$ cat config.mk
export PLATFORM = sky130hd
export DESIGN_NAME = buck_voltage_select_regs
export DESIGN_NICKNAME = d
export VERILOG_FILES = /design/src/rail_volt_pkg.sv /design/src/buck_voltage_select_regs.sv /design/src/rail_ramp.sv
export VERILOG_INCLUDE_DIRS = /design/src /design/src/src
export SDC_FILE = /design/constraint.sdc
export NUM_CORES = 1
export LEC_CHECK = 0
export ABC_AREA = 1
export BUFFER_PORTS_ARGS = -buffer_cell sky130_fd_sc_hd__buf_2
export CORE_UTILIZATION = 65
export DETAILED_ROUTE_END_ITERATION = 8
export PLACE_DENSITY = 0.82
export SLEW_MARGIN = 30
export SYNTH_ARGS = -nofsm -noshare
export SYNTH_HDL_FRONTEND = slang
export SYNTH_SLANG_ARGS = --single-unit
$ cat constraint.sdc
create_clock -name i_mclk -period 7 [get_ports i_mclk]
set_input_delay 0.7 -clock i_mclk [delete_from_list [all_inputs] [get_ports i_mclk]]
set_output_delay 0.7 -clock i_mclk [all_outputs]
set_load 0.1 [all_outputs]
$ cat src/rail_volt_defs.svh
`ifndef RAIL_VOLT_DEFS_SVH
`define RAIL_VOLT_DEFS_SVH

// Register offsets on the serial bus
`define OFS_RAIL4_SLEEP 8'h95
`define OFS_RAIL5_NORMAL 8'h96
`define OFS_RAIL5_SLEEP 8'h97
`define OFS_RAIL6_NORMAL 8'h98
`define REG_COUNT 4
`define IDX_RAIL4_SLEEP 2'h0
`define IDX_RAIL5_NORMAL 2'h1
`define IDX_RAIL5_SLEEP 2'h2
`define IDX_RAIL6_NORMAL 2'h3

// Field layout of every voltage register
`define CODE_MSB 7
`define CODE_LSB 1
`define RAMP_BIT 0

// Factory reset values, one per device variant
`define RST_R4S_V0 8'h28
`define RST_R4S_V1 8'h00
`define RST_R4S_V2 8'he8
`define RST_R4S_V3 8'ha8
`define RST_R5N_V0 8'h70
`define RST_R5N_V1 8'he8
`define RST_R5N_V2 8'h40
`define RST_R5N_V3 8'he8
`define RST_R5S_V0 8'h70
`define RST_R5S_V1 8'he8
`define RST_R5S_V2 8'h40
`define RST_R5S_V3 8'he8
`define RST_R6N_V0 8'hbe
`define RST_R6N_V1 8'hdc
`define RST_R6N_V2 8'h70
`define RST_R6N_V3 8'h58

// Serial bus: device address is arbitrary
`define I2C_DEV_ADDR 7'h5e
`define I2C_BYTE_BITS 4'h8
`define I2C_BIT_ZERO 4'h0

// Timing
`define MCLK_PERIOD_NS 40
`define SLEW_STEP_NS 1000
`define SLEW_STEP_CYC ((`SLEW_STEP_NS + `MCLK_PERIOD_NS - 1) / `MCLK_PERIOD_NS)

// Voltage step ranges
`define BASE_10MV_MV 12'h190
`define BASE_25MV_MV 12'h190
`define STEP_10MV_MV 12'h00a
`define STEP_25MV_MV 12'h019

`endif

$ cat src/rail_volt_pkg.sv
package rail_volt_pkg;

  typedef struct packed {
    logic scl;
    logic sda;
    logic sleep_n;
    logic [2:0] range_25mv;
  } pin_t;

  typedef enum logic [3:0] {
    ST_IDLE,
    ST_ADDR,
    ST_ADDR_ACK,
    ST_PTR,
    ST_PTR_ACK,
    ST_WDATA,
    ST_WDATA_ACK,
    ST_RDATA,
    ST_RDATA_ACK,
    ST_RD_LOAD
  } i2c_state_t;

endpackage
$ cat src/buck_voltage_select_regs.sv
`include "rail_volt_defs.svh"

module buck_voltage_select_regs (
  input wire logic i_mclk,
  input wire logic i_reset,
  input wire logic i_scl,
  input wire logic i_sda_in,
  input wire logic i_sleep_n,
  input wire logic [1:0] i_variant,
  input wire logic [2:0] i_range_25mv,
  input wire logic [6:0] i_rail4_normal_code,
  input wire logic i_rail4_passive,
  output logic o_sda_out,
  output logic o_sda_oe,
  output logic [2:0][6:0] o_ref_code,
  output logic [2:0] o_active_pull,
  output logic [2:0][11:0] o_target_mv
);

  // Pin synchronisers: meta stage feeds only the sync stage
  rail_volt_pkg::pin_t pin_meta_ff;
  rail_volt_pkg::pin_t pin_sync_ff;
  rail_volt_pkg::pin_t pin_prev_ff;
  logic [1:0] variant_meta_ff;
  logic [1:0] variant_sync_ff;

  always_ff @(posedge i_mclk) begin
    pin_meta_ff <= '{scl: i_scl, sda: i_sda_in, sleep_n: i_sleep_n, range_25mv: i_range_25mv};
    pin_sync_ff <= pin_meta_ff;
    pin_prev_ff <= pin_sync_ff;
    variant_meta_ff <= i_variant;
    variant_sync_ff <= variant_meta_ff;
  end

  logic scl_rise;
  logic scl_fall;
  logic start_det;
  logic stop_det;

  // Bus conditions are judged on the settled stage and its one-cycle delay
  assign scl_rise = pin_sync_ff.scl & ~pin_prev_ff.scl;
  assign scl_fall = ~pin_sync_ff.scl & pin_prev_ff.scl;
  assign start_det = pin_sync_ff.scl & pin_prev_ff.scl & pin_prev_ff.sda & ~pin_sync_ff.sda;
  assign stop_det = pin_sync_ff.scl & pin_prev_ff.scl & ~pin_prev_ff.sda & pin_sync_ff.sda;

  // Register storage
  logic [7:0] regs_ff [0:`REG_COUNT-1];
  logic [7:0] nxt_regs [0:`REG_COUNT-1];

  function automatic logic reg_hit(input logic [7:0] ofs);
    return ofs >= `OFS_RAIL4_SLEEP && ofs <= `OFS_RAIL6_NORMAL;
  endfunction

  function automatic logic [1:0] reg_index(input logic [7:0] ofs);
    logic [7:0] d;
    d = ofs - `OFS_RAIL4_SLEEP;
    return d[1:0];
  endfunction

  function automatic logic is_sleep_reg(input logic [1:0] idx);
    return idx == `IDX_RAIL4_SLEEP || idx == `IDX_RAIL5_SLEEP;
  endfunction

  function automatic logic [7:0] reg_read(input logic [7:0] ofs, input logic [7:0] val);
    return reg_hit(ofs) ? val : 8'h00;
  endfunction

  function automatic logic [7:0] factory_value(input logic [1:0] idx, input logic [1:0] var_sel);
    logic [7:0] v;
    v = 8'h00;
    case (idx)
      `IDX_RAIL4_SLEEP: begin
        case (var_sel)
          2'h0: v = `RST_R4S_V0;
          2'h1: v = `RST_R4S_V1;
          2'h2: v = `RST_R4S_V2;
          default: v = `RST_R4S_V3;
        endcase
      end
      `IDX_RAIL5_NORMAL: begin
        case (var_sel)
          2'h0: v = `RST_R5N_V0;
          2'h1: v = `RST_R5N_V1;
          2'h2: v = `RST_R5N_V2;
          default: v = `RST_R5N_V3;
        endcase
      end
      `IDX_RAIL5_SLEEP: begin
        case (var_sel)
          2'h0: v = `RST_R5S_V0;
          2'h1: v = `RST_R5S_V1;
          2'h2: v = `RST_R5S_V2;
          default: v = `RST_R5S_V3;
        endcase
      end
      default: begin
        case (var_sel)
          2'h0: v = `RST_R6N_V0;
          2'h1: v = `RST_R6N_V1;
          2'h2: v = `RST_R6N_V2;
          default: v = `RST_R6N_V3;
        endcase
      end
    endcase
    return v;
  endfunction

  // Serial slave state
  rail_volt_pkg::i2c_state_t state_ff;
  rail_volt_pkg::i2c_state_t nxt_state;
  logic [3:0] bit_cnt_ff;
  logic [3:0] nxt_bit_cnt;
  logic [7:0] shift_ff;
  logic [7:0] nxt_shift;
  logic [7:0] ptr_ff;
  logic [7:0] nxt_ptr;
  logic rw_ff;
  logic nxt_rw;
  logic sda_oe_ff;
  logic nxt_sda_oe;
  logic wr_stb;
  logic [7:0] rd_byte;

  assign rd_byte = reg_read(ptr_ff, regs_ff[reg_index(ptr_ff)]);

  always_comb begin
    nxt_state = state_ff;
    nxt_bit_cnt = bit_cnt_ff;
    nxt_shift = shift_ff;
    nxt_ptr = ptr_ff;
    nxt_rw = rw_ff;
    nxt_sda_oe = sda_oe_ff;
    wr_stb = 1'b0;
    if (start_det) begin
      // Repeated start is accepted from any state
      nxt_state = rail_volt_pkg::ST_ADDR;
      nxt_bit_cnt = `I2C_BIT_ZERO;
      nxt_sda_oe = 1'b0;
    end else if (stop_det) begin
      nxt_state = rail_volt_pkg::ST_IDLE;
      nxt_sda_oe = 1'b0;
    end else begin
      case (state_ff)
        rail_volt_pkg::ST_IDLE: begin
          nxt_sda_oe = 1'b0;
        end
        rail_volt_pkg::ST_ADDR, rail_volt_pkg::ST_PTR, rail_volt_pkg::ST_WDATA: begin
          if (scl_rise) begin
            nxt_shift = {shift_ff[6:0], pin_sync_ff.sda};
            nxt_bit_cnt = bit_cnt_ff + 4'h1;
          end else if (scl_fall && bit_cnt_ff == `I2C_BYTE_BITS) begin
            nxt_sda_oe = 1'b1;
            if (state_ff == rail_volt_pkg::ST_ADDR) begin
              if (shift_ff[7:1] == `I2C_DEV_ADDR) begin
                nxt_rw = shift_ff[0];
                nxt_state = rail_volt_pkg::ST_ADDR_ACK;
              end else begin
                // Not our address: stay off the bus until the next start
                nxt_sda_oe = 1'b0;
                nxt_state = rail_volt_pkg::ST_IDLE;
              end
            end else if (state_ff == rail_volt_pkg::ST_PTR) begin
              nxt_ptr = shift_ff;
              nxt_state = rail_volt_pkg::ST_PTR_ACK;
            end else begin
              wr_stb = 1'b1;
              nxt_state = rail_volt_pkg::ST_WDATA_ACK;
            end
          end
        end
        rail_volt_pkg::ST_ADDR_ACK: begin
          if (scl_fall) begin
            nxt_bit_cnt = `I2C_BIT_ZERO;
            if (rw_ff) begin
              nxt_shift = rd_byte;
              nxt_sda_oe = ~rd_byte[7];
              nxt_state = rail_volt_pkg::ST_RDATA;
            end else begin
              nxt_sda_oe = 1'b0;
              nxt_state = rail_volt_pkg::ST_PTR;
            end
          end
        end
        rail_volt_pkg::ST_PTR_ACK, rail_volt_pkg::ST_WDATA_ACK: begin
          if (scl_fall) begin
            nxt_sda_oe = 1'b0;
            nxt_bit_cnt = `I2C_BIT_ZERO;
            nxt_state = rail_volt_pkg::ST_WDATA;
            if (state_ff == rail_volt_pkg::ST_WDATA_ACK) begin
              nxt_ptr = ptr_ff + 8'h01;
            end
          end
        end
        rail_volt_pkg::ST_RDATA: begin
          if (scl_rise) begin
            nxt_bit_cnt = bit_cnt_ff + 4'h1;
          end else if (scl_fall) begin
            if (bit_cnt_ff == `I2C_BYTE_BITS) begin
              nxt_sda_oe = 1'b0;
              nxt_state = rail_volt_pkg::ST_RDATA_ACK;
            end else begin
              nxt_shift = {shift_ff[6:0], 1'b0};
              nxt_sda_oe = ~shift_ff[6];
            end
          end
        end
        rail_volt_pkg::ST_RDATA_ACK: begin
          if (scl_rise) begin
            if (pin_sync_ff.sda) begin
              // Host refused more data
              nxt_state = rail_volt_pkg::ST_IDLE;
            end else begin
              nxt_ptr = ptr_ff + 8'h01;
              nxt_state = rail_volt_pkg::ST_RD_LOAD;
            end
          end
        end
        rail_volt_pkg::ST_RD_LOAD: begin
          if (scl_fall) begin
            nxt_bit_cnt = `I2C_BIT_ZERO;
            nxt_shift = rd_byte;
            nxt_sda_oe = ~rd_byte[7];
            nxt_state = rail_volt_pkg::ST_RDATA;
          end
        end
        default: begin
          nxt_state = rail_volt_pkg::ST_IDLE;
          nxt_sda_oe = 1'b0;
        end
      endcase
    end
  end

  always_ff @(posedge i_mclk) begin
    if (i_reset) begin
      state_ff <= rail_volt_pkg::ST_IDLE;
      bit_cnt_ff <= `I2C_BIT_ZERO;
      shift_ff <= 8'h00;
      ptr_ff <= 8'h00;
      rw_ff <= 1'b0;
      sda_oe_ff <= 1'b0;
    end else begin
      state_ff <= nxt_state;
      bit_cnt_ff <= nxt_bit_cnt;
      shift_ff <= nxt_shift;
      ptr_ff <= nxt_ptr;
      rw_ff <= nxt_rw;
      sda_oe_ff <= nxt_sda_oe;
    end
  end

  // Open drain: only ever pull low
  assign o_sda_out = 1'b0;
  assign o_sda_oe = sda_oe_ff;

  always_comb begin
    for (int i = 0; i < `REG_COUNT; i++) begin
      nxt_regs[i] = regs_ff[i];
    end
    if (wr_stb && reg_hit(ptr_ff)) begin
      if (is_sleep_reg(reg_index(ptr_ff))) begin
        nxt_regs[reg_index(ptr_ff)] = {shift_ff[`CODE_MSB:`CODE_LSB],
                                       regs_ff[reg_index(ptr_ff)][`RAMP_BIT]};
      end else begin
        nxt_regs[reg_index(ptr_ff)] = shift_ff;
      end
    end
  end

  // variant reset values
  // Strap is sampled through its synchroniser, so reset must last three edges
  always_ff @(posedge i_mclk) begin
    for (int i = 0; i < `REG_COUNT; i++) begin
      if (i_reset) begin
        regs_ff[i] <= factory_value(2'(i), variant_sync_ff);
      end else begin
        regs_ff[i] <= nxt_regs[i];
      end
    end
  end

  // Regulation targets
  logic in_sleep;
  logic [2:0][6:0] tgt_code;
  logic [2:0] tgt_passive;

  assign in_sleep = ~pin_sync_ff.sleep_n;

  always_comb begin
    tgt_code[0] = in_sleep ? regs_ff[`IDX_RAIL4_SLEEP][`CODE_MSB:`CODE_LSB] : i_rail4_normal_code;
    tgt_passive[0] = i_rail4_passive;
    tgt_code[1] = in_sleep ? regs_ff[`IDX_RAIL5_SLEEP][`CODE_MSB:`CODE_LSB]
                           : regs_ff[`IDX_RAIL5_NORMAL][`CODE_MSB:`CODE_LSB];
    tgt_passive[1] = regs_ff[`IDX_RAIL5_NORMAL][`RAMP_BIT];
    tgt_code[2] = regs_ff[`IDX_RAIL6_NORMAL][`CODE_MSB:`CODE_LSB];
    tgt_passive[2] = regs_ff[`IDX_RAIL6_NORMAL][`RAMP_BIT];
  end

  for (genvar g = 0; g < 3; g++) begin : g_rail
    rail_ramp u_ramp (
      .i_mclk(i_mclk),
      .i_reset(i_reset),
      .i_target_code(tgt_code[g]),
      .i_passive(tgt_passive[g]),
      .i_range_25mv(pin_sync_ff.range_25mv[g]),
      .o_ref_code(o_ref_code[g]),
      .o_active_pull(o_active_pull[g]),
      .o_target_mv(o_target_mv[g])
    );
  end

  chk_rail4_sleep_target: assert property (
    @(posedge i_mclk) disable iff (i_reset)
    in_sleep |-> tgt_code[0] == regs_ff[`IDX_RAIL4_SLEEP][`CODE_MSB:`CODE_LSB])
    else $error("rail4 sleep target not from its register");

  chk_rail5_sleep_target: assert property (
    @(posedge i_mclk) disable iff (i_reset)
    ~pin_sync_ff.sleep_n |-> tgt_code[1] == regs_ff[`IDX_RAIL5_SLEEP][`CODE_MSB:`CODE_LSB])
    else $error("rail5 sleep target not from its register");

  chk_rail5_normal_target: assert property (
    @(posedge i_mclk) disable iff (i_reset)
    pin_sync_ff.sleep_n |-> tgt_code[1] == regs_ff[`IDX_RAIL5_NORMAL][`CODE_MSB:`CODE_LSB])
    else $error("rail5 normal target not from its register");

  chk_rail6_normal_target: assert property (
    @(posedge i_mclk) disable iff (i_reset)
    $changed(regs_ff[`IDX_RAIL6_NORMAL])
      |-> tgt_code[2] == regs_ff[`IDX_RAIL6_NORMAL][`CODE_MSB:`CODE_LSB]
      && tgt_passive[2] == regs_ff[`IDX_RAIL6_NORMAL][`RAMP_BIT])
    else $error("rail6 target not following its register");

  chk_rail6_write_data: assert property (
    @(posedge i_mclk) disable iff (i_reset)
    (wr_stb && ptr_ff == `OFS_RAIL6_NORMAL) |=> regs_ff[`IDX_RAIL6_NORMAL] == $past(shift_ff))
    else $error("rail6 normal register write lost");

  chk_reserved_bit_hold: assert property (
    @(posedge i_mclk) disable iff (i_reset)
    (wr_stb && (ptr_ff == `OFS_RAIL4_SLEEP || ptr_ff == `OFS_RAIL5_SLEEP))
      |=> regs_ff[reg_index($past(ptr_ff))][`RAMP_BIT]
        == $past(regs_ff[reg_index(ptr_ff)][`RAMP_BIT]))
    else $error("reserved sleep bit was written");

  chk_variant_reset_load: assert property (
    @(posedge i_mclk)
    i_reset ##1 !i_reset |-> regs_ff[`IDX_RAIL5_NORMAL] == factory_value(`IDX_RAIL5_NORMAL,
      $past(variant_sync_ff)) && regs_ff[`IDX_RAIL4_SLEEP] == factory_value(`IDX_RAIL4_SLEEP,
      $past(variant_sync_ff)))
    else $error("reset value does not match variant");

endmodule

$ cat src/rail_ramp.sv
`include "rail_volt_defs.svh"

module rail_ramp (
  input wire logic i_mclk,
  input wire logic i_reset,
  input wire logic [6:0] i_target_code,
  input wire logic i_passive,
  input wire logic i_range_25mv,
  output logic [6:0] o_ref_code,
  output logic o_active_pull,
  output logic [11:0] o_target_mv
);

  localparam logic [7:0] STEP_CYC = 8'(`SLEW_STEP_CYC);

  logic [6:0] ref_ff;
  logic [6:0] nxt_ref;
  logic [7:0] tmr_ff;
  logic [7:0] nxt_tmr;
  logic pull_ff;
  logic nxt_pull;
  logic [11:0] mv_ff;
  logic [11:0] nxt_mv;

  function automatic logic [11:0] code_to_mv(input logic [6:0] code, input logic r25);
    logic [11:0] c;
    c = {5'h00, code};
    if (r25) begin
      return `BASE_25MV_MV + c * `STEP_25MV_MV;
    end
    return `BASE_10MV_MV + c * `STEP_10MV_MV;
  endfunction

  always_comb begin
    nxt_ref = ref_ff;
    nxt_pull = 1'b0;
    nxt_tmr = (tmr_ff == 8'h00) ? 8'h00 : tmr_ff - 8'h01;
    if (ref_ff < i_target_code) begin
      if (tmr_ff == 8'h00) begin
        nxt_ref = ref_ff + 7'h01;
        nxt_tmr = STEP_CYC;
      end
    end else if (ref_ff > i_target_code) begin
      if (i_passive) begin
        // Converter stops sinking; reference jumps and the load discharges the output
        nxt_ref = i_target_code;
      end else begin
        nxt_pull = 1'b1;
        if (tmr_ff == 8'h00) begin
          nxt_ref = ref_ff - 7'h01;
          nxt_tmr = STEP_CYC;
        end
      end
    end
    nxt_mv = code_to_mv(ref_ff, i_range_25mv);
  end

  always_ff @(posedge i_mclk) begin
    if (i_reset) begin
      // Soft start: reference climbs from zero after reset
      ref_ff <= 7'h00;
      tmr_ff <= 8'h00;
      pull_ff <= 1'b0;
      mv_ff <= 12'h000;
    end else begin
      ref_ff <= nxt_ref;
      tmr_ff <= nxt_tmr;
      pull_ff <= nxt_pull;
      mv_ff <= nxt_mv;
    end
  end

  assign o_ref_code = ref_ff;
  assign o_active_pull = pull_ff;
  assign o_target_mv = mv_ff;

  chk_active_slew_pull: assert property (
    @(posedge i_mclk) disable iff (i_reset)
    (ref_ff > i_target_code && !i_passive) |=> o_active_pull && ref_ff >= $past(ref_ff) - 7'h01)
    else $error("active slew down not driven");

  chk_passive_decay_jump: assert property (
    @(posedge i_mclk) disable iff (i_reset)
    (ref_ff > i_target_code && i_passive) |=> ref_ff == $past(i_target_code) && !o_active_pull)
    else $error("passive decay did not release the output");

  chk_step_range_mv: assert property (
    @(posedge i_mclk) disable iff (i_reset)
    !$past(i_reset) |-> o_target_mv == code_to_mv($past(ref_ff), $past(i_range_25mv)))
    else $error("millivolt target does not match step range");

endmodule

Word-level counts from Yosys, hierarchy flattened
Memories as Yosys holds them, arrays and structs flattened.
Cells that the tools add are included.
{"block": "totals", "in_bits": 18, "latchBits": 0, "romBits": 0, "elab_cells": 296, "ram_bits": 32, "n_memories": 1, "regBits": 128, "output_inout_bits": 62}
{"memory": "regs_ff", "depth": 4, "width": 8, "read_ports": 5, "rd_clocked_by_memory_dff": 0, "wr": 4, "line_no": "buck_voltage_select_regs.sv:47", "rtl": "logic [7:0] regs_ff [0:`REG_COUNT-1];"}
{"block": "op_classes", "mux": 120, "div_mod_pow": 0, "multipliers": 6, "eq_ne": 48, "n_shift": 0, "order_cmp": 10, "bitwise_logic": 26, "add_sub_neg": 18, "reduce_logical": 36}
{"operator": "$mux W8", "n": 39}
{"operator": "$mux W7", "n": 17}
{"operator": "$mux W12", "n": 6}
{"operator": "$pmux W8 S3", "n": 3}
{"operator": "$bwmux W32", "n": 2}
{"operator": "$mux W32", "n": 2}
{"operator": "$mux W4", "n": 13}
{"operator": "$ne A2 B2 Y1 const B", "n": 19}
{"operator": "$add A9 B11 Y12 const A", "n": 3}
{"operator": "$add A9 B12 Y12 const A", "n": 3}
{"operator": "$mul A7 B5 Y12 const B", "n": 3}
{"operator": "$ne A4 B4 Y1 const B", "n": 9}
{"operator": "$pmux W8 S4", "n": 1}
{"operator": "$mul A7 B3 Y10 const B", "n": 3}
{"operator": "$reduce_and A10 Y1", "n": 3}
{"operator": "$mux W1", "n": 29}
{"operator": "$pmux W4 S7", "n": 1}
{"operator": "$logic_not A8 Y1", "n": 3}
{"operator": "$sub A8 B1 Y8 const B", "n": 3}
{"operator": "$add A7 B1 Y7 const B", "n": 3}
{"operator": "$gt A7 B7 Y1", "n": 3}
{"operator": "$lt A7 B7 Y1", "n": 3}
{"operator": "$sub A7 B1 Y7 const B", "n": 3}
{"operator": "$demux W8 S2", "n": 1}
{"operator": "other kinds (41)", "n": 89}

Logic depth before layout (Yosys ltp)
Gate-level depths: netlist of the first run.
{"block": "depth", "word_depth": 11, "ltp_mapped": 16, "ltp_nobuf": 16}

Modules after synthesis
From an unflattened synthesis of the first run, not the netlist that was laid out.
{"block": "hier_totals", "hier_cells": 1776, "hier_area_um2": 12478.2}
{"mod": "buck_voltage_select_regs", "cells_per_inst": 662, "area_each_um2": 4414.2, "n_inst": 1}
{"mod": "rail_ramp (g_rail[1].u_ramp)", "cells_per_inst": 372, "area_each_um2": 2707.6, "n_inst": 1}
{"mod": "rail_ramp (g_rail[2].u_ramp)", "cells_per_inst": 371, "area_each_um2": 2681.3, "n_inst": 1}
{"mod": "rail_ramp (g_rail[0].u_ramp)", "cells_per_inst": 371, "area_each_um2": 2675.1, "n_inst": 1}

Worst setup path after synthesis of the first run
OpenSTA, ideal clock, no wires.
{"block": "synth_timing", "path_kind": "flip-flop to flip-flop", "start": "register g_rail[1].u_ramp.ref_ff[2]", "end": "register g_rail[1].u_ramp.mv_ff[9]", "path_stages_with_launch": 11, "t_required_ns": 6.930, "slack_ns": 3.359, "synth_period_minus_slack_ns": 3.641, "setup_time_ns": 0.070, "arrival_ns": 3.570, "cell_sequence": "dfxtp_1 > inv_1 > ha_1 > fa_1 > ha_1 > ha_1 > fa_1 > a31oi_1 > xnor2_1 > nand2_1 > a21oi_1"}
{"block": "synth_between", "elab_chain_cells": 4, "word_cells_on_any_way": 6}
{"item": "from (decl)", "line_no": "rail_ramp.sv:16", "rtl": "logic [6:0] ref_ff;"}
{"item": "from (signal assigned)", "line_no": "rail_ramp.sv:66", "rtl": "ref_ff <= nxt_ref;"}
{"item": "$mul A7 B5 Y12 (no line)"}
{"item": "$add A9 B12 Y12 (no line)"}
{"item": "$mux W12", "line_no": "rail_ramp.sv:28", "rtl": "if (r25) begin"}
{"item": "$mux W12 *", "line_no": "rail_ramp.sv:31", "rtl": "return `BASE_10MV_MV + c * `STEP_10MV_MV;"}
{"item": "to (signal assigned)", "line_no": "rail_ramp.sv:69", "rtl": "mv_ff <= nxt_mv;"}
{"item": "to (decl)", "line_no": "rail_ramp.sv:22", "rtl": "logic [11:0] mv_ff;"}
Every way passes the cells marked *; elsewhere a longest branch is shown, timed or not. The select of a mux whose other input is x is not followed.
A chain may end at the register's enable or synchronous reset.

==> impl_metrics.toml, run 1 <==
[sta]
clock.fmax_mhz = 244
setup_violations = 0
hold_viol = 0
rsz0062_at_grt = "no"
drv_slew = 0
tns_ns = 0
skew_ns = 0.0102
fin_crit_ns = 4.10
worstMarginPinSlew_ns = 0.903
finalCritPeriodShare = 0.586
slew_headroom = 0.397

[job]
drv_cap = 0

[drt]
wl_per_cell_um = 14.6
vias = 10900
drt_wl_total_um = 28100
ant_nets = 0
drcViolationCount = 0
via_per_inst = 5.64
drtIter0Drc = 791
dr.pass1.iters = 8

[worst_setup_path]
crit_type = "reg -> reg"
reg2reg_to = "regs_ff[2][5]$_DFFE_PP_"
path_max_fanout = 25
cp.required_ns = 7.04
critPathCaptureType = "flip-flop"
worstPathArrival_ns = 4.15
rr_worst_depth = 11
r2r_slack_ns = 2.90
r2r-start = "ptr_ff[0]$_SDFFE_PP0P_"
startpoint_type = "flip-flop"

[placement]
gp_congestion = 0.949
dp_hpwl_um = 21000
port_buffers = 78
dpl_cell_area_um2 = 12200

[synth]
synthArstFlopShare = 0
yosys_warnings = 0
ys_ff_latch = 160
syn_area_um2 = 11700
seq_area_frac_synth = 0.289
synth_flop_cell = "dfxtp_1"
synth_fp_nets = 1823
syn_inst = 1633
synth_cell_types = 44
synth_edf_count = 18
postSynthAreaPerCell_um2 = 7.16

[grt]
grt.total_usage = 0.311
antenna_found_initial = 0
overflow = 0
grt_max_degree = 54
grt_pass1_vias = 9865
grt_pass1_wl_um = 46200

[min_path]
worstHoldEndpoint = "pin_sync_ff[4]$_DFF_P_"
hold_depth = 0
hold_class = "reg -> reg"
min-delay-start = "pin_meta_ff[4]$_DFF_P_"

[cts]
cts_hold_buf = 0
clk_latency_ns = 0.42
numCtsBuffers = 17
cts.sinks = 160
cts-root-buf = "clkbuf_16"
cts-htree-levels = 4
cts_resized = 0
clk_path_buf_depth = 2
tritoncts = "yes"
post-cts-setup-buffers = 0
clk_pin_slew_ns = 0.06

[finish]
area_growth_pct = 8.90
finalInstanceArea_um2 = 12700
diodes = 0
drive_above_1_share = 0.0882
fin_nets = 1878

[power]
fin_total_pwr_uw = 4930
leakage_uw = 0.00653
power-per-cell-area_nw_per_um2 = 387
peakVddDrop_mv = 0.415

[die]
rows = 48
die-area_um2 = 18500
fp.dieW_um = 136
die_h_um = 136
initial_core_util = 0.672
io_pins = 80
coreArea_um2 = 17400

[outcome]
status = "finished, final reports clean"
[stage by stage]
step,utilization,cells,hold slack [ns],setup slack [ns]
floorplan,-,1633,0.310,3.36
global placement,0.699,1894,0.310,3.13
detailed placement,0.699,1894,0.312,2.97
CTS,0.731,1925,0.326,2.94
global route,0.731,1925,0.337,2.49
finish,0.731,1925,0.326,2.90
[cell families (layout without fill, tap and decap cells)]
group	count (synthesis)	in the layout	share of synthesized area
and+or+nand+nor	681	681	0.250
AOI/OAI and AO/OA	316	316	0.144
buffers and inverters	246	313	0.0822
adders and majority gates	172	172	0.192
DFF	160	160	0.289
xor gates and xnor gates	56	56	0.0419
other	1	1	0.000321
muxes	1	1	0.000962
[sequential cells by signal (all words and copies together) (netlist names), named ones only]
signal and cells:
rw_ff 1, variant_meta_ff 2, shift_ff 8, bit_cnt_ff 4, g_rail.u_ramp.tmr_ff 24, pin_sync_ff 6, pin_prev_ff 2, g_rail.u_ramp.o_target_mv 36
regs_ff 22, g_rail.u_ramp.o_ref_code 21, state_ff 4, pin_meta_ff 6, ptr_ff 8, o_sda_oe 1, g_rail.u_ramp.o_active_pull 3, variant_sync_ff 2
[cells in the mapped netlist, drive strengths merged (4+ instances only)]
cell,count,share of area
nand4,26,0.015
a21oi,122,0.053
buf,13,0.0075
or2,7,0.0037
nor4,4,0.0021
o21a,4,0.0026
o31ai,7,0.0045
nand3b,5,0.0032
nor2,160,0.054
nor3,13,0.0060
a31oi,6,0.0032
nand2,353,0.12
dfxtp,142,0.24
xnor2,15,0.011
fa,12,0.021
ha,160,0.17
clkbuf,31,0.0099
o21ai,156,0.067
edfxtp,18,0.046
inv,200,0.064
xor2,41,0.031
o211ai,11,0.0071
nand3,112,0.049
[power breakdown]
group          leakage, µW  total [µW]  switching (µW)  internal [µW]
logic              0.00490        2700            1910            793
registers          0.00135        1340             218           1130
clock network     0.000274         882             369            513
[worst max-delay path, cell delays in order, from the launching register on]
cell and delay, ns:
dfxtp_1 0.55, inv_1 0.51, ha_1 0.50, nand2_1 0.11
a21oi_1 0.15, inv_1 0.06, nand2_1 0.09, inv_2 0.08
nand2_1 0.44, inv_1 0.08, nor2_1 0.61, inv_1 0.55
[area by class of cell]
class | instances | area, µm²
clock buffers | 21 | 470
clock inverters | 10 | 87.6
fillers | 1471 | 4680
inverters | 202 | 758
multi-input cells | 1227 | 7350
flip-flops and latches | 160 | 3380
well taps | 225 | 282
repair buffers | 80 | 405
[metal layers]
layer	track usage	routed length (µm)
met1	0.402	12300
met3	0.0477	1840
met5	0	0
met2	0.529	13400
met4	0.101	617
[worst max-delay path by stage]
stage / to / cells past startpoint / from
3_5_place_dp: regs_ff[2][5]$_DFFE_PP_ / 11 / ptr_ff[0]$_SDFFE_PP0P_
6_report: regs_ff[2][5]$_DFFE_PP_ / 11 / ptr_ff[0]$_SDFFE_PP0P_
4_1_cts: regs_ff[2][5]$_DFFE_PP_ / 11 / ptr_ff[0]$_SDFFE_PP0P_
5_1_grt: regs_ff[1][5]$_DFFE_PP_ / 11 / ptr_ff[0]$_SDFFE_PP0P_
3_3_place_gp: regs_ff[1][4]$_DFFE_PP_ / 11 / ptr_ff[0]$_SDFFE_PP0P_
2_1_floorplan: g_rail[1].u_ramp.o_target_mv[9]$_SDFF_PP0_ / 10 / g_rail[1].u_ramp.o_ref_code[2]$_SDFFE_PP0P_
[cell usage in the layout (no fill, tap or decap), types with 7 or more instances in the layout]
cell,count
nand4_1,25
edfxtp_1,18
o31ai_1,7
o21ai_0,153
nand3_1,110
a21oi_1,120
xnor2_1,15
buf_2,78
inv_1,194
fa_1,12
nor3_1,12
dfxtp_1,142
o211ai_1,11
inv_2,7
nor2_1,152
xor2_1,41
nand2_2,7
or2_2,7
clkbuf_16,17
nand2_1,345
ha_1,160
(Power assumes the default switching activity.)
==> inputs of run 2 (changes only) <==
--- a/config.mk
+++ b/config.mk
@@ -8,9 +8,9 @@
 export LEC_CHECK = 0
 export ABC_AREA = 1
 export BUFFER_PORTS_ARGS = -buffer_cell sky130_fd_sc_hd__buf_2
-export CORE_UTILIZATION = 65
+export CORE_UTILIZATION = 56
 export DETAILED_ROUTE_END_ITERATION = 8
-export PLACE_DENSITY = 0.82
+export PLACE_DENSITY = 0.75
 export SLEW_MARGIN = 30
 export SYNTH_ARGS = -nofsm -noshare
 export SYNTH_HDL_FRONTEND = slang
==> constraint.sdc (replaced) <==
create_clock -name i_mclk -period 3.4 [get_ports i_mclk]
set_input_delay 0.34 -clock i_mclk [delete_from_list [all_inputs] [get_ports i_mclk]]
set_output_delay 0.34 -clock i_mclk [all_outputs]
set_load 0.1 [all_outputs]
==> run 2 against run 1 <==
Critical path depth decreased by 1. Register-to-register slack got worse by 2.6 ns. Clock skew increased by 0.0022 ns. Critical endpoint is now g_rail[1].u_ramp.o_target_mv[9]$_SDFF_PP0_.
==> impl_metrics.toml, run 2 (synthesized netlist as in run 1, its figures left out) <==
[sta]
drv_slew = 0
finalCritPeriodShare = 0.899
hold_viol = 0
hold_slack_ns = 0.0187
timing.final.ws_setup_ns = 0.345
rsz0062_at_grt = "no"
setup_violations = 0
fin_crit_ns = 3.05
worstMarginPinSlew_ns = 0.811
tns_ns = 0
slew_headroom = 0.458
clock.fmax_mhz = 327
skew_ns = 0.0125

[cts]
clk_path_buf_depth = 2
cts-htree-levels = 4
tritoncts = "yes"
clk_latency_ns = 0.43
cts.sinks = 160
numCtsBuffers = 17
cts-root-buf = "clkbuf_16"
clk_pin_slew_ns = 0.06

[min_path]
hold_class = "in -> reg"
min-delay-start = "i_variant[1]"
hold_depth = 1
worstHoldEndpoint = "variant_meta_ff[1]$_DFF_P_"

[finish]
drive_above_1_share = 0.105
finalInstanceArea_um2 = 13000
fillers = 1902
fin_nets = 1902
layout_commonest_cell = "nand2_1"
area_growth_pct = 11.4
final_cell_mix = "nand2_1, inv_1, ha_1"
diodes = 0
largest_reg_flops = 36

[worst_setup_path]
path_max_fanout = 9
reg2reg_to = "g_rail[1].u_ramp.o_target_mv[9]$_SDFF_PP0_"
critPathCaptureType = "flip-flop"
r2r-start = "g_rail[1].u_ramp.o_ref_code[2]$_SDFFE_PP0P_"
cp.required_ns = 3.76
rr_worst_depth = 10
worstPathArrival_ns = 3.42
r2r_slack_ns = 0.35
crit_type = "reg -> reg"
startpoint_type = "flip-flop"

[placement]
dp_hpwl_um = 21600
gp_congestion = 0.925
place_ws_ns = 0.392
dpl_cell_area_um2 = 12400
port_buffers = 78

[die]
rows = 52
initial_core_util = 0.574
io_pins = 80
die-area_um2 = 21500
die_h_um = 147
coreArea_um2 = 20400
fp.dieW_um = 147

[drt]
drtIter0Drc = 830
via_per_inst = 5.43
vias = 10800
drcViolationCount = 0
wl_per_cell_um = 14.4
ant_nets = 0
met3_length_um = 1440
drt_wl_total_um = 28800
dr_wl_met2_um = 13500
dr.pass1.iters = 5
drt-met1-wl_um = 13400
top_layer = "met4"

[grt]
antenna_found_initial = 0
grt_max_degree = 45
overflow = 0
grt_pass1_wl_um = 48400
grt.total_usage = 0.276
grt_pass1_vias = 10100

[power]
leakage_uw = 0.00665
power-per-cell-area_nw_per_um2 = 793
peakVddDrop_mv = 0.519

[outcome]
status = "finished, final reports clean"

[job]
drv_cap = 0
==> run 2: layer usage <==
metal,GRT usage,vias up
li1,-,5564
met1,0.368,4957
met2,0.463,283
met3,0.0403,38
met4,0.0760,0
met5,0,-
==> run 2: how the worst max path moves through the flow <==
| stage | from | to | slack (ns) | cells past startpoint |
|---|---|---|---|---|
| after detailed placement | g_rail[1].u_ramp.o_ref_code[2]$_SDFFE_PP0P_ | g_rail[1].u_ramp.o_target_mv[9]$_SDFF_PP0_ | 0.39 | 10 |
| after global placement | g_rail[0].u_ramp.o_ref_code[0]$_SDFFE_PP0P_ | g_rail[0].u_ramp.o_target_mv[9]$_SDFF_PP0_ | 0.46 | 11 |
| after CTS | g_rail[1].u_ramp.o_ref_code[2]$_SDFFE_PP0P_ | g_rail[1].u_ramp.o_target_mv[9]$_SDFF_PP0_ | 0.37 | 10 |
| final | g_rail[1].u_ramp.o_ref_code[2]$_SDFFE_PP0P_ | g_rail[1].u_ramp.o_target_mv[9]$_SDFF_PP0_ | 0.35 | 10 |
| after global routing | pin_sync_ff[3]$_DFF_P_ | g_rail[1].u_ramp.o_ref_code[6]$_SDFFE_PP0P_ | 0.11 | 11 |
| after floorplan | g_rail[1].u_ramp.o_ref_code[6]$_SDFFE_PP0P_ | g_rail[1].u_ramp.o_target_mv[9]$_SDFF_PP0_ | 0.06 | 9 |
==> run 2: power breakdown <==
group / total [µW] / internal [µW] / switching [µW]
clock: 1930 / 1120 / 805
sequential: 2690 / 2330 / 365
combinational: 5710 / 1690 / 4030
==> run 2: through the flow <==
step,utilization,power [µW],cells
6_report,0.640,10300,1995
5_1_grt,0.640,11200,1995
4_1_cts,0.640,10300,1995
3_5_place_dp,0.608,8360,1957
3_3_place_gp,0.608,8270,1957
2_1_floorplan,-,7210,1633
==> run 2: final cells by class <==
class	instances	area [µm²]	share of cell area
tap	270	338	0.0259
clock inverter	12	133	0.0102
multi-input combinational	1227	7350	0.564
timing repair buffer	104	601	0.0461
clock buffer	20	457	0.0350
inverter	202	758	0.0582
sequential	160	3400	0.261
==> run 2: critical path: stages (launching register included) <==
cell	delay, ns
dfxtp_2	0.47
inv_1	0.17
ha_1	0.33
fa_1	0.47
ha_1	0.31
ha_1	0.25
fa_1	0.44
a31oi_1	0.20
xnor2_1	0.15
nand2_1	0.07
a21oi_1	0.14
==> run 2: timing repair <==
action	in CTS	in global routing
gates resized for setup	0	0
hold buffers	6	0
setup buffers	0	0
hold endpoints to repair	6	0
==> inputs of run 3 (changes only) <==
--- a/config.mk
+++ b/config.mk
@@ -8,9 +8,11 @@
 export LEC_CHECK = 0
 export ABC_AREA = 1
 export BUFFER_PORTS_ARGS = -buffer_cell sky130_fd_sc_hd__buf_2
-export CORE_UTILIZATION = 56
+export CAP_MARGIN = 15
+export CORE_UTILIZATION = 57
+export CTS_BUF_LIST = sky130_fd_sc_hd__clkbuf_4 sky130_fd_sc_hd__clkbuf_8
 export DETAILED_ROUTE_END_ITERATION = 8
-export PLACE_DENSITY = 0.75
+export PLACE_DENSITY = 0.76
 export SLEW_MARGIN = 30
 export SYNTH_ARGS = -nofsm -noshare
 export SYNTH_HDL_FRONTEND = slang
==> run 3 against run 2 <==
Die area is 1.7% lower. Core utilization is 0.18 points lower. Wire length is 0.20% lower. Worst setup slack better by 0.044 ns. Clock skew hardly changed. Global-route usage is 0.11 points higher. Sequential share of layout area is 0.33 points higher. Sequential cell count stayed put.
==> impl_metrics.toml, run 3 (synthesized netlist as in run 1, its figures left out) <==
[worst_setup_path]
slowest_delay_ns = 0.46
cp_cell_sequence = "inv_1, ha_1, fa_1, ha_1, ha_1, fa_1, nand4_1, nand3_1, a21oi_1, o21ai_0, a21oi_1"
critPathCaptureType = "flip-flop"
worst-path-buf-inv = 1
r2r-start = "g_rail[1].u_ramp.o_ref_code[2]$_SDFFE_PP0P_"
rr_worst_depth = 11
r2r_slack_ns = 0.39
cp.required_ns = 3.80
reg2reg_to = "g_rail[1].u_ramp.o_target_mv[11]$_SDFF_PP0_"
crit_type = "reg -> reg"
startpoint_type = "flip-flop"
path_max_fanout = 9
cp_common_cell = "ha_1"
worstPathArrival_ns = 3.41
cp_top_family = "adder cells"
slowest_stage = "fa_1"

[finish]
drive_above_1_share = 0.105
final_cell_mix = "nand2_1, inv_1, ha_1"
fillers = 1826
area_growth_pct = 10.1
largest_reg_flops = 36
layout_commonest_cell = "nand2_1"
fin_nets = 1904
final_cells = 1998

[sta]
slew_headroom = 0.508
finalCritPeriodShare = 0.885
clock.fmax_mhz = 332
tns_ns = 0
rsz0062_at_grt = "no"
worstMarginPinSlew_ns = 0.737
hold_viol = 0
setup_violations = 0
drv_slew = 0
fin_crit_ns = 3.01
skew_ns = 0.0121

[die]
coreArea_um2 = 20200
io_pins = 80
die_h_um = 145
fp.dieW_um = 145
rows = 52
initial_core_util = 0.580
die-area_um2 = 21100

[cts]
clk_pin_slew_ns = 0.09
cts-root-buf = "clkbuf_8"
cts_resized = 0
cts_hold_buf = 8
cts.sinks = 160
numCtsBuffers = 17
clk_latency_ns = 0.47
cts-htree-levels = 4
clk_path_buf_depth = 2
tritoncts = "yes"
post-cts-setup-buffers = 0

[grt]
overflow = 0
grt_pass1_vias = 10100
grt_max_degree = 80
antenna_found_initial = 1
grt.total_usage = 0.277
grt_pass1_wl_um = 47700

[drt]
wl_per_cell_um = 14.4
via_per_inst = 5.41
drcViolationCount = 0
dr.pass1.iters = 6
drt_wl_total_um = 28700
ant_nets = 0
drtIter0Drc = 810
vias = 10800

[outcome]
status = "finished, final reports clean"

[placement]
dp_hpwl_um = 21500
port_buffers = 78
gp_congestion = 0.938
dp_cells = 1957

[power]
peakVddDrop_mv = 0.474
power-per-cell-area_nw_per_um2 = 764
leakage_uw = 0.00659

[min_path]
hold_depth = 2
hold_class = "in -> reg"
min-delay-start = "i_reset"

[job]
drv_cap = 0
[run 3: metrics by stage]
step	setup slack [ns]	hold WS, ns	util	cell area, µm²	power, µW
after floorplan	0.0601	0.310	-	11700	7210
after detailed placement	0.450	0.312	0.615	12400	8360
after CTS	0.413	0.155	0.638	12900	9830
after global routing	0.146	0.156	0.638	12900	10700
final	0.389	0.167	0.638	12900	9840
after global placement	0.523	0.310	0.615	12400	8250
[run 3: cell type report]
| cell class | instances | area (µm²) | share of cell area |
|---|---|---|---|
| diodes | 1 | 2.50 | 0.000194 |
| clock buffers | 20 | 256 | 0.0199 |
| clock inverters | 12 | 136 | 0.0106 |
| inverters | 202 | 758 | 0.0589 |
| multi-input cells | 1227 | 7350 | 0.571 |
| flip-flops and latches | 160 | 3400 | 0.264 |
| well taps | 270 | 338 | 0.0262 |
| repair buffers | 106 | 633 | 0.0492 |
[run 3: where the power goes]
part,total (µW),leakage [µW],switching (µW),internal (µW)
sequential,2670,0.00136,342,2320
combinational,5730,0.00503,4030,1700
clock,1440,0.000198,755,682
[run 3: worst max-delay path by stage]
stage | start | endpoint | slack, ns | cells after the start
final | g_rail[1].u_ramp.o_ref_code[2]$_SDFFE_PP0P_ | g_rail[1].u_ramp.o_target_mv[11]$_SDFF_PP0_ | 0.39 | 11
after global placement | g_rail[1].u_ramp.o_ref_code[2]$_SDFFE_PP0P_ | g_rail[1].u_ramp.o_target_mv[11]$_SDFF_PP0_ | 0.52 | 11
after floorplan | g_rail[1].u_ramp.o_ref_code[6]$_SDFFE_PP0P_ | g_rail[1].u_ramp.o_target_mv[9]$_SDFF_PP0_ | 0.06 | 9
after CTS | g_rail[1].u_ramp.o_ref_code[2]$_SDFFE_PP0P_ | g_rail[1].u_ramp.o_target_mv[11]$_SDFF_PP0_ | 0.41 | 11
after global routing | g_rail[1].u_ramp.o_ref_code[2]$_SDFFE_PP0P_ | g_rail[1].u_ramp.o_target_mv[11]$_SDFF_PP0_ | 0.15 | 12
after detailed placement | g_rail[1].u_ramp.o_ref_code[2]$_SDFFE_PP0P_ | g_rail[1].u_ramp.o_target_mv[11]$_SDFF_PP0_ | 0.45 | 11
[run 3: per-layer routing]
layer / vias to the layer above / track usage / share of wire / wire length, µm
li1: 5564 / - / - / -
met1: 4842 / 0.365 / 0.45 / 13000
met2: 344 / 0.458 / 0.47 / 13500
met3: 62 / 0.0393 / 0.053 / 1510
met4: 0 / 0.105 / 0.027 / 776
met5: - / 0 / 0 / 0
